File: config.mk
export PLATFORM = sky130hd
export DESIGN_NAME = mdpc_regs
export DESIGN_NICKNAME = d
export VERILOG_FILES = /design/src/common/mdpc_pkg.sv /design/src/logic/mdpc_regs.sv
export SDC_FILE = /design/constraint.sdc
export NUM_CORES = 1
export LEC_CHECK = 0
export BUFFER_PORTS_ARGS = -buffer_cell sky130_fd_sc_hd__buf_2
export CORE_AREA = 3 3 102 104
export CTS_CLUSTER_SIZE = 25
export DETAILED_ROUTE_END_ITERATION = 8
export DIE_AREA = 0 0 105 107
export GPL_ROUTABILITY_DRIVEN = 0
export HOLD_SLACK_MARGIN = 0.12
export PLACE_DENSITY = 0.76
export SLEW_MARGIN = 20
export SYNTH_ARGS = -nofsm -noshare
export SYNTH_HDL_FRONTEND = slang
export SYNTH_SLANG_ARGS = --single-unit
File: constraint.sdc
create_clock -name clk_i -period 3.4 [get_ports clk_i]
set_clock_uncertainty 0.1 [all_clocks]
set_input_delay 0.68 -clock clk_i [delete_from_list [all_inputs] [get_ports clk_i]]
set_output_delay 0.68 -clock clk_i [all_outputs]
set_load 0.01 [all_outputs]
File: src/common/mdpc_pkg.sv
/*
  Package for the motor driver protection configuration register bank:
  offsets, field positions, reset values and timing constants.
  Assumes a single 200 MHz clock domain.
*/
package mdpc_pkg;

  // Register offsets.
  localparam logic [3:0] MDPC_OFS_LOCK = 4'h3;
  localparam logic [3:0] MDPC_OFS_CLR  = 4'h4;
  localparam logic [3:0] MDPC_OFS_OCP  = 4'h6;
  localparam logic [3:0] MDPC_OFS_RECT = 4'h7;
  localparam logic [3:0] MDPC_OFS_REG  = 4'h8;

  // Reset values.
  localparam logic [7:0] MDPC_RST_OCP  = 8'h10;
  localparam logic [7:0] MDPC_RST_RECT = 8'h00;
  localparam logic [7:0] MDPC_RST_REG  = 8'h00;

  // Lock field patterns and write masks.
  localparam logic [2:0] MDPC_LOCK_ON   = 3'h6;
  localparam logic [2:0] MDPC_LOCK_OFF  = 3'h3;
  localparam logic [7:0] MDPC_REG_WMASK = 8'h3f;

  // Field positions.
  localparam int MDPC_B_SHUTOFF   = 7;
  localparam int MDPC_B_CYCCLR    = 6;
  localparam int MDPC_B_RETRY     = 3;
  localparam int MDPC_B_THRESH    = 2;
  localparam int MDPC_B_RECIRC    = 6;
  localparam int MDPC_B_AAR       = 3;
  localparam int MDPC_B_ASR       = 2;
  localparam int MDPC_B_SEQOFF    = 4;
  localparam int MDPC_B_CAP       = 3;
  localparam int MDPC_B_REGOFF    = 0;
  localparam int MDPC_B_FCLR      = 0;

  // Timing: clock period and the filter and retry times.
  localparam int MDPC_CLK_PS      = 5000;
  localparam int MDPC_DEG0_PS     = 200000;
  localparam int MDPC_DEG1_PS     = 600000;
  localparam int MDPC_DEG2_PS     = 1250000;
  localparam int MDPC_DEG3_PS     = 1600000;
  localparam int MDPC_RETRY0_MS   = 5;
  localparam int MDPC_RETRY1_MS   = 500;
  localparam int MDPC_DEG0_CYC    = MDPC_DEG0_PS / MDPC_CLK_PS;
  localparam int MDPC_DEG1_CYC    = MDPC_DEG1_PS / MDPC_CLK_PS;
  localparam int MDPC_DEG2_CYC    = MDPC_DEG2_PS / MDPC_CLK_PS;
  localparam int MDPC_DEG3_CYC    = MDPC_DEG3_PS / MDPC_CLK_PS;
  localparam int MDPC_RETRY0_CYC  = MDPC_RETRY0_MS * 200000;
  localparam int MDPC_RETRY1_CYC  = MDPC_RETRY1_MS * 200000;

  // Overcurrent response codes.
  typedef enum logic [1:0] {
    MDPC_OC_LATCH  = 2'h0,
    MDPC_OC_RETRY  = 2'h1,
    MDPC_OC_REPORT = 2'h2,
    MDPC_OC_IGNORE = 2'h3
  } mdpc_ocresp_t;

  // Register write port.
  typedef struct packed {
    logic       wr;
    logic [3:0] addr;
    logic [7:0] data;
  } mdpc_wr_t;

  // Decoded configuration for the protection and regulator logic.
  typedef struct packed {
    logic       shutoff;
    logic       cycle_clear;
    logic [1:0] filter_time;
    logic       retry_long;
    logic       threshold_hi;
    logic [1:0] response;
    logic       recirc_diode;
    logic       async_rect;
    logic       sync_rect;
    logic [1:0] gain;
    logic       seq_off;
    logic       cap_low;
    logic [1:0] voltage;
    logic       reg_off;
  } mdpc_cfg_t;

  // Full state of the bank.
  typedef struct packed {
    logic [7:0]  ocp;
    logic [7:0]  rect;
    logic [7:0]  regc;
    logic        locked;
    logic [7:0]  rdata;
    logic [15:0] filt_cnt;
    logic [27:0] retry_cnt;
    logic        oc_fault;
    logic        oc_report;
    logic        pwm_prev;
  } mdpc_state_t;

endpackage

File: src/logic/mdpc_regs.sv
/*
  Protection and regulator configuration register bank with a small
  overcurrent filter and fault handler that the fields steer.
  Assumes the serial port framing sits outside and presents one write or
  read per cycle; all inputs but the asynchronous reset resetn_i are synchronous to clk_i.
*/
// How it works
// - shutoff bit one requests standby, zero idle
// - cycle clear bit clears overcurrent per PWM
// - filter field picks deglitch time, resets one
// - retry bit picks 5 ms or 500 ms
// - threshold bit picks 16 A or 24 A
// - response zero latches fault until cleared
// - response one recovers after retry time
// - response two reports only, three ignores
// - recirculation bit picks transistors or diodes
// - bit three enables asynchronous active rectification
// - bit two enables synchronous active rectification
// - gain field selects sense amplifier gain
// - sequencing off bit disables regulator sequencing
// - cap bit picks 600 mA or 150 mA
// - voltage field selects regulator output voltage
// - regulator off bit disables regulator, resets zero
// - lock pattern blocks writes, unlock pattern reopens
// - fault clear clears latched faults, self clears
`timescale 1ns/100ps
`default_nettype none
module mdpc_regs
  import mdpc_pkg::*;
#(
  parameter int RETRY_SHORT = MDPC_RETRY0_CYC,
  parameter int RETRY_LONG  = MDPC_RETRY1_CYC
) (
  // Clock and reset.
  input  wire logic      clk_i,
  input  wire logic      resetn_i,
  // Register port.
  input  wire mdpc_wr_t  wr_i,
  input  wire logic      rd_i,
  output logic [7:0]     rdata_o,
  // Sensing inputs from the power stage.
  input  wire logic      oc_hi_i,
  input  wire logic      oc_lo_i,
  input  wire logic      pwm_i,
  // Configuration and fault outputs.
  output mdpc_cfg_t      cfg_o,
  output logic           standby_o,
  output logic           oc_shutdown_o,
  output logic           oc_report_o,
  output logic           locked_o
);

  // The wait counter is 28 bits wide, so longer counts cannot be served.
  if (RETRY_SHORT < 1 || RETRY_SHORT >= 2**28 ||
      RETRY_LONG < 1 || RETRY_LONG >= 2**28) begin : g_bad_retry
    $error("retry counts out of range");
  end

  mdpc_state_t st_ff;
  mdpc_state_t nxt_st;

  // Deglitch time in cycles for a filter code.
  function automatic logic [15:0] deg_cycles(input logic [1:0] code);
    unique case (code)
      2'h0:    deg_cycles = 16'(MDPC_DEG0_CYC);
      2'h1:    deg_cycles = 16'(MDPC_DEG1_CYC);
      2'h2:    deg_cycles = 16'(MDPC_DEG2_CYC);
      2'h3:    deg_cycles = 16'(MDPC_DEG3_CYC);
    endcase
  endfunction

  logic        wr_ok;
  logic        clr_hit;
  logic        oc_raw;
  logic        oc_seen;
  logic        pwm_edge;
  logic [1:0]  resp;
  logic [27:0] retry_len;

  // Trip level picks which comparator counts; mode and timing from fields.
  always_comb begin
    resp      = st_ff.ocp[1:0];
    oc_raw    = st_ff.ocp[MDPC_B_THRESH] ? oc_hi_i : oc_lo_i;
    retry_len = st_ff.ocp[MDPC_B_RETRY] ? 28'(RETRY_LONG)
                                        : 28'(RETRY_SHORT);
    pwm_edge  = pwm_i & ~st_ff.pwm_prev;
    oc_seen   = oc_raw && (st_ff.filt_cnt + 16'h0001 >=
                deg_cycles(st_ff.ocp[5:4]));
    // Writes pass only while unlocked, except the lock field itself.
    wr_ok     = wr_i.wr && !st_ff.locked;
    clr_hit   = wr_ok && wr_i.addr == MDPC_OFS_CLR &&
                wr_i.data[MDPC_B_FCLR];
  end

  // Next state of the whole bank.
  always_comb begin
    nxt_st          = st_ff;
    nxt_st.pwm_prev = pwm_i;
    // Register writes land at once and steer logic next cycle.
    if (wr_ok) begin
      unique case (wr_i.addr)
        MDPC_OFS_OCP:  nxt_st.ocp  = wr_i.data;
        MDPC_OFS_RECT: nxt_st.rect = wr_i.data;
        MDPC_OFS_REG:  nxt_st.regc = wr_i.data & MDPC_REG_WMASK;
        default: ;
      endcase
    end
    if (wr_i.wr && wr_i.addr == MDPC_OFS_LOCK) begin
      if (wr_i.data[2:0] == MDPC_LOCK_ON) begin
        nxt_st.locked = 1'b1;
      end else if (wr_i.data[2:0] == MDPC_LOCK_OFF) begin
        nxt_st.locked = 1'b0;
      end
    end
    // Filter counts continuous overcurrent samples.
    if (!oc_raw) begin
      nxt_st.filt_cnt = 16'h0000;
    end else if (!oc_seen) begin
      nxt_st.filt_cnt = st_ff.filt_cnt + 16'h0001;
    end
    // Clearing first so a fresh detection in the same cycle wins.
    if (clr_hit) begin
      nxt_st.oc_fault  = 1'b0;
      nxt_st.oc_report = 1'b0;
    end
    if (st_ff.ocp[MDPC_B_CYCCLR] && pwm_edge) begin
      nxt_st.oc_fault = 1'b0;
    end
    if (st_ff.oc_fault && resp == MDPC_OC_RETRY) begin
      if (st_ff.retry_cnt + 28'h000_0001 >= retry_len) begin
        nxt_st.oc_fault  = 1'b0;
        nxt_st.retry_cnt = 28'h000_0000;
      end else begin
        nxt_st.retry_cnt = st_ff.retry_cnt + 28'h000_0001;
      end
    end
    if (oc_seen) begin
      unique case (resp)
        MDPC_OC_LATCH: begin
          nxt_st.oc_fault  = 1'b1;
          nxt_st.oc_report = 1'b1;
        end
        MDPC_OC_RETRY: begin
          nxt_st.oc_fault  = 1'b1;
          nxt_st.oc_report = 1'b1;
          nxt_st.retry_cnt = 28'h000_0000;
        end
        MDPC_OC_REPORT: nxt_st.oc_report = 1'b1;
        MDPC_OC_IGNORE: ;
      endcase
    end
    // Read data registered; unmapped offsets read zero.
    if (rd_i) begin
      unique case (wr_i.addr)
        MDPC_OFS_OCP:  nxt_st.rdata = st_ff.ocp;
        MDPC_OFS_RECT: nxt_st.rdata = st_ff.rect;
        MDPC_OFS_REG:  nxt_st.rdata = st_ff.regc & MDPC_REG_WMASK;
        MDPC_OFS_LOCK: nxt_st.rdata = {7'h00, st_ff.locked};
        default:       nxt_st.rdata = 8'h00;
      endcase
    end
  end

  // State register.
  always_ff @(posedge clk_i or negedge resetn_i) begin
    if (!resetn_i) begin
      st_ff      <= '0;
      st_ff.ocp  <= MDPC_RST_OCP;
      st_ff.rect <= MDPC_RST_RECT;
      st_ff.regc <= MDPC_RST_REG;
    end else begin
      st_ff <= nxt_st;
    end
  end

  // Decoded fields straight from the registers.
  always_comb begin
    cfg_o.shutoff      = st_ff.ocp[MDPC_B_SHUTOFF];
    cfg_o.cycle_clear  = st_ff.ocp[MDPC_B_CYCCLR];
    cfg_o.filter_time  = st_ff.ocp[5:4];
    cfg_o.retry_long   = st_ff.ocp[MDPC_B_RETRY];
    cfg_o.threshold_hi = st_ff.ocp[MDPC_B_THRESH];
    cfg_o.response     = st_ff.ocp[1:0];
    cfg_o.recirc_diode = st_ff.rect[MDPC_B_RECIRC];
    cfg_o.async_rect   = st_ff.rect[MDPC_B_AAR];
    cfg_o.sync_rect    = st_ff.rect[MDPC_B_ASR];
    cfg_o.gain         = st_ff.rect[1:0];
    cfg_o.seq_off      = st_ff.regc[MDPC_B_SEQOFF];
    cfg_o.cap_low      = st_ff.regc[MDPC_B_CAP];
    cfg_o.voltage      = st_ff.regc[2:1];
    cfg_o.reg_off      = st_ff.regc[MDPC_B_REGOFF];
  end

  assign standby_o     = st_ff.ocp[MDPC_B_SHUTOFF];
  assign oc_shutdown_o = st_ff.oc_fault;
  assign oc_report_o   = st_ff.oc_report;
  assign locked_o      = st_ff.locked;
  assign rdata_o       = st_ff.rdata;

  // Checks.
  property p_lock_blocks;
    @(posedge clk_i) disable iff (!resetn_i)
      (st_ff.locked && wr_i.wr && wr_i.addr == MDPC_OFS_OCP)
      |=> $stable(st_ff.ocp);
  endproperty
  a_lock_blocks: assert property (p_lock_blocks)
    else $error("locked write changed a register");

  property p_write_lands;
    @(posedge clk_i) disable iff (!resetn_i)
      (!st_ff.locked && wr_i.wr && wr_i.addr == MDPC_OFS_RECT)
      |=> cfg_o.gain == $past(wr_i.data[1:0]);
  endproperty
  a_write_lands: assert property (p_write_lands)
    else $error("write not visible next cycle");

  property p_resv_zero;
    @(posedge clk_i) disable iff (!resetn_i) st_ff.regc[7:6] == 2'b00;
  endproperty
  a_resv_zero: assert property (p_resv_zero)
    else $error("reserved bits not zero");

  property p_latch_hold;
    @(posedge clk_i) disable iff (!resetn_i)
      (oc_shutdown_o && resp == MDPC_OC_LATCH && !clr_hit &&
       !(cfg_o.cycle_clear && pwm_edge)) |=> oc_shutdown_o;
  endproperty
  a_latch_hold: assert property (p_latch_hold)
    else $error("latched fault dropped");

  property p_clear;
    @(posedge clk_i) disable iff (!resetn_i)
      (clr_hit && !oc_seen) |=> !oc_shutdown_o && !oc_report_o;
  endproperty
  a_clear: assert property (p_clear)
    else $error("fault clear ignored");

  property p_report_only;
    @(posedge clk_i) disable iff (!resetn_i)
      (oc_seen && resp == MDPC_OC_REPORT) |=> oc_report_o;
  endproperty
  a_report_only: assert property (p_report_only)
    else $error("report mode not reported");

  property p_ignore;
    @(posedge clk_i) disable iff (!resetn_i)
      (resp == MDPC_OC_IGNORE && !oc_report_o && !oc_shutdown_o)
      |=> !oc_shutdown_o;
  endproperty
  a_ignore: assert property (p_ignore)
    else $error("ignore mode acted");

  property p_standby;
    @(posedge clk_i) disable iff (!resetn_i)
      (!st_ff.locked && wr_i.wr && wr_i.addr == MDPC_OFS_OCP)
      |=> standby_o == $past(wr_i.data[MDPC_B_SHUTOFF]);
  endproperty
  a_standby: assert property (p_standby)
    else $error("standby mismatch");

  property p_cycle_clear;
    @(posedge clk_i) disable iff (!resetn_i)
      (cfg_o.cycle_clear && pwm_edge && !oc_seen) |=> !oc_shutdown_o;
  endproperty
  a_cycle_clear: assert property (p_cycle_clear)
    else $error("cycle clear missed");

  property p_glitch;
    @(posedge clk_i) disable iff (!resetn_i)
      !oc_raw |=> !oc_seen;
  endproperty
  a_glitch: assert property (p_glitch)
    else $error("single sample passed the filter");

  property p_retry_wait;
    @(posedge clk_i) disable iff (!resetn_i)
      (oc_shutdown_o && resp == MDPC_OC_RETRY && !clr_hit &&
       !(cfg_o.cycle_clear && pwm_edge) &&
       st_ff.retry_cnt + 28'h000_0001 < retry_len) |=> oc_shutdown_o;
  endproperty
  a_retry_wait: assert property (p_retry_wait)
    else $error("retrying fault released early");

  property p_high_level;
    @(posedge clk_i) disable iff (!resetn_i)
      (cfg_o.threshold_hi && !oc_hi_i) |=> st_ff.filt_cnt == 16'h0000;
  endproperty
  a_high_level: assert property (p_high_level)
    else $error("low comparator counted at high level");

  property p_latch_trip;
    @(posedge clk_i) disable iff (!resetn_i)
      (oc_seen && resp == MDPC_OC_LATCH) |=> oc_shutdown_o && oc_report_o;
  endproperty
  a_latch_trip: assert property (p_latch_trip)
    else $error("latched fault not raised");

  property p_retry_trip;
    @(posedge clk_i) disable iff (!resetn_i)
      (oc_seen && resp == MDPC_OC_RETRY)
      |=> oc_shutdown_o && st_ff.retry_cnt == 28'h000_0000;
  endproperty
  a_retry_trip: assert property (p_retry_trip)
    else $error("retrying fault not raised");

  property p_report_no_act;
    @(posedge clk_i) disable iff (!resetn_i)
      (resp == MDPC_OC_REPORT && !oc_shutdown_o) |=> !oc_shutdown_o;
  endproperty
  a_report_no_act: assert property (p_report_no_act)
    else $error("report mode acted");

  property p_reg_write;
    @(posedge clk_i) disable iff (!resetn_i)
      (!st_ff.locked && wr_i.wr && wr_i.addr == MDPC_OFS_REG)
      |=> cfg_o.voltage == $past(wr_i.data[2:1]);
  endproperty
  a_reg_write: assert property (p_reg_write)
    else $error("voltage field not taken");

  property p_lock_on;
    @(posedge clk_i) disable iff (!resetn_i)
      (wr_i.wr && wr_i.addr == MDPC_OFS_LOCK &&
       wr_i.data[2:0] == MDPC_LOCK_ON) |=> locked_o;
  endproperty
  a_lock_on: assert property (p_lock_on)
    else $error("lock pattern ignored");

  property p_unlock;
    @(posedge clk_i) disable iff (!resetn_i)
      (wr_i.wr && wr_i.addr == MDPC_OFS_LOCK &&
       wr_i.data[2:0] == MDPC_LOCK_OFF) |=> !locked_o;
  endproperty
  a_unlock: assert property (p_unlock)
    else $error("unlock pattern ignored");

  property p_clear_not_stored;
    @(posedge clk_i) disable iff (!resetn_i)
      (rd_i && wr_i.addr == MDPC_OFS_CLR) |=> rdata_o == 8'h00;
  endproperty
  a_clear_not_stored: assert property (p_clear_not_stored)
    else $error("fault clear bit read back set");

endmodule
`default_nettype wire

After elaboration in Yosys (flattened, before gate mapping). Index checks and enable logic that the tools add are counted.

Output and inout port bits: 30. Word-level logic and storage cells: 63. Register bits: 78.

Reduce and logical (&&, ||, !) cells: 17. Order comparisons: 2. Mux-type cells: 17. Bitwise operators: 2. Eq/ne operators: 13. $add $sub $neg: 2.

Operator list (number): $pmux 16 s4 (1); $mux 28 (2); $mux 16 (2); $pmux 8 s4 (1); $mux 30 (1); $mux 29 (1); $add 28x1->28 const B (1); $ge 28x27->1 (1); $mux 27 (1); $add 16x1->16 const B (1); $ge 16x16->1 (1); $eq 4x3->1 const B (3); $reduce_and 2->1 (4); $logic_and 1x1->1 (7); $mux 1 (7); $eq 2x2->1 const B (3); $eq 2x1->1 const B (2); $eq 4x2->1 const B (1); $eq 4x4->1 const B (1); $logic_not 2->1 (2); $eq 3x2->1 const B (1); $eq 3x3->1 const B (1); $reduce_or 3->1 (1); $mux 2 (1); other kinds (6) (6).

Longest topological paths before layout.
Word-level depth: 10. Mapped depth: 16. Gate-level depth less buffers: 13.

Worst setup path before layout. Ideal clock, no wire load.

Path kind: register to register. From: register st_ff[3] (netlist bit). To: register st_ff[21] (netlist bit). Stages on the path, launching flop included: 17. Setup time: 0.080 ns. Clock period less this slack: 3.618 ns. Arrival: 3.437 ns. Slack: -0.218 ns. Path through: dfrtp_1 > ha_1 > nand3_2 > or3_1 > buf_6 > nor4_4 > nand3_1 > nor2_1 > xor2_1 > ha_1 > nand2_1 > a21oi_1 > a2111oi_0 > a31oi_1 > buf_6 > buf_6 > nor3_2.

RTL lines: start, declared (line mdpc_regs.sv:59) `mdpc_state_t st_ff;`; start signal, assigned (line mdpc_regs.sv:172) `st_ff <= nxt_st;`.

==> impl_metrics.tcl <==
set metrics [dict create \
    drv_cap 0 \
    rows 36 \
    slowest_delay_ns 0.43 \
    nFillCells 814 \
    synth_top_area_share_pct 37.87 \
    clockRootBuffer "clkbuf_8" \
    tns_ns 0 \
    placed_area_sq_um 5445 \
    totalWireLength_microns 11350 \
    crit_chain "ha_4 -> nand3_4 -> or3_4 -> nor4_4 -> nand3_2 -> nor2_2 -> xor2_1 -> ha_1 -> nand2_2 -> a21oi_1 -> a2111oi_4 -> a31oi_4 -> buf_12 -> nor4_2" \
    clock_path_buffers 2 \
    ys.flop_type "dfrtp_1" \
    path_max_fanout 15 \
    grt_start_max_net_pins 79 \
    rsz0062_at_grt "yes" \
    ys_types 60 \
    path_delay_family "simple AND/OR/NAND/NOR gates" \
    fin_nets 616 \
    synth_area_sq_um 5089 \
    wire_per_inst_microns 16.01 \
    worstPathRequired_ns 3.58 \
    clk_pin_slew_worst_paths_ns 0.10 \
    drt-pass1-iter-count 4 \
    synth_top_area_cell "dfrtp_1" \
    final_common_cell "dfrtp_1" \
    outcome "complete, no violations" \
    worstSetupEndpointType "register" \
    final_cell_mix "dfrtp_1 (77), buf_2 (47), nand2_1 (37), nor2_1 (33), buf_4 (33)" \
    synthArstFlopShare_pct 100.0 \
    track_usage_pct 20.45 \
    fin_area_sq_um 5779 \
    path_buf_inv 1 \
    grt_pass1_vias 4071 \
    ant_nets 0 \
    cts_hold_buf 0 \
    start_kind "register" \
    finalPower_mw 3.347 \
    pin_count 49 \
    overflow 0 \
    die_x_microns 105 \
    coreArea_sq_um 9639 \
    final_max_slew_viol_count 0 \
    antenna_cells 0 \
    avgSynthCellArea_sq_um 9.656 \
    initial_utilization_pct 52.79 \
    netlist_instances 527 \
    drive_gt1_share_pct 27.60 \
    leakage_nw 2.524 \
    syn_nets 572 \
    die_area_sq_um 11240 \
    drtIter0Drc 196 \
    max_freq_mhz 302.1 \
    cp.arrival_ns 3.49 \
    hold_class "input port to async pin" \
    cp.depth 14 \
    hold_viol_final 0 \
    clkLatencyLatePin_ns 0.37 \
    viasPerCell 5.608 \
    timing.final.ws_setup_ns 0.08936 \
    grt_pass1_wl_microns 18860 \
    area_growth_pct 13.57 \
    period_minus_slack_ns 3.311 \
    antenna_found_initial 0 \
    cts_made_buffers 9 \
    pre_cts_ws_ns -0.05655 \
    critical_path_class "register to register" \
    hpwl_microns 8104 \
    yosysWarnings 0 \
    final_util_pct 59.96 \
    synth_area_leaders "dfrtp_1 (38%), ha_1 (6.4%), xnor2_1 (5.3%)" \
    cts_tree "built" \
    slew_headroom_pct 44.80 \
    ys_seq_elements 78 \
    ys_seq_area_share_pct 38.38 \
    crit_slowest_cell "or3_4" \
    port_buffers 48 \
    setup_viol 0 \
    synth_edf_count 0 \
    cts_htree_levels 3 \
    clkSinkCount 78 \
    rr_worst_depth 14 \
    pwr_density_cell_nw_per_um2 579.1 \
    min_period_over_period_pct 97.37 \
    vias 3976 \
    worstMarginPinSlew_ns 0.8262 \
    drc 0 \
    ir_drop_mv 0.3156 \
    die_h_microns 107 \
]
[state kept, by name (all words and copies together), names as in the netlist]
register,cells
oc_report_o,1
rdata_o,8
locked_o,1
cfg_o,18
st_ff,49
oc_shutdown_o,1
[path summary, 6_finish.rpt]
kind,from,endpoint,slack (ns)
max,st_ff[3],st_ff[30],0.09
max reg2reg,st_ff[3],st_ff[30],0.09
min in group clk_i,pwm_i,st_ff[0],0.33
max in group asynchronous,resetn_i,cfg_o[14],2.45
min reg2reg,st_ff[45],st_ff[45],0.41
min,resetn_i,st_ff[28],0.11
[per-layer routing]
layer / global-route usage, % / part of all wire [%] / up-vias / wire, microns
met5: 0 / 0 / - / 0
met4: 6.748 / 1.4 / 0 / 163
met3: 4.636 / 4.0 / 19 / 455
met2: 36.11 / 52 / 83 / 5862
met1: 24.73 / 43 / 1946 / 4869
li1: - / - / 1928 / -
[report_power, final]
group / switching (mW) / internal, mW / leakage (nW)
Sequential: 0.278 / 1.14 / 1.01
Clock: 0.413 / 0.291 / 0.0981
Combinational: 0.627 / 0.598 / 1.41
Total: 1.32 / 2.03 / 2.52
[cell usage after synthesis, types with 2 or more instances]
cell       number
ha_1           26
xor2_1         29
buf_4          27
nand3_1        22
nor3b_1         5
dfrtp_1        77
mux2i_1         5
o21ai_0         6
or3_1           9
nand3_2         3
nor3_2          9
nor2_1         36
inv_1          18
and2_1          9
mux2_2         24
nand4_1        15
a22oi_1         6
nor4_1          5
and3_1          4
nor2b_1         2
a21oi_1        12
and4_1          6
o21ai_1         2
nor3_1         32
buf_2           7
buf_6           4
or4_1           2
a21o_1          2
a2111oi_0       2
nand2_1        38
xnor2_1        31
a31oi_1         3
clkbuf_1       13
nand3b_1        4
o22ai_1         7
[timing repair]
action	CTS	global route
setup buffers	0	3
setup endpoints to repair	24	29
hold endpoints to repair	0	0
pin swaps	0	6
gates resized for setup	4	16
[cells by family (layout without fill, tap and decap cells)]
family,after synthesis,count (layout),synth area share [%]
AO/OA/AOI/OAI,55,55,7.697
XOR/XNOR,60,60,10.33
adder cells (fa/ha/maj),26,26,6.393
buffers and inverters,69,118,7.843
flip-flops,78,78,38.38
multiplexers,29,29,6.295
AND/OR/NAND/NOR,210,210,23.06
[per-stage QoR]
stage               hold slack, ns  std cells
floorplan                   0.2844        527
global placement            0.3868        689
detailed placement          0.3930        689
CTS                         0.3161        705
global route                0.1263        709
finish                      0.1147        709
[area by class of cell]
type / instances / area [sq um] / share of cell area, %
timing repair buffer: 84 / 553.0 / 9.569
inverter: 18 / 67.56 / 1.169
clock buffer: 9 / 123.9 / 2.143
tap: 133 / 166.4 / 2.879
clock inverter: 7 / 70.07 / 1.212
sequential: 78 / 1953 / 33.80
multi-input combinational: 380 / 2845 / 49.23
Note: power is estimated with default switching activity, not from simulation.
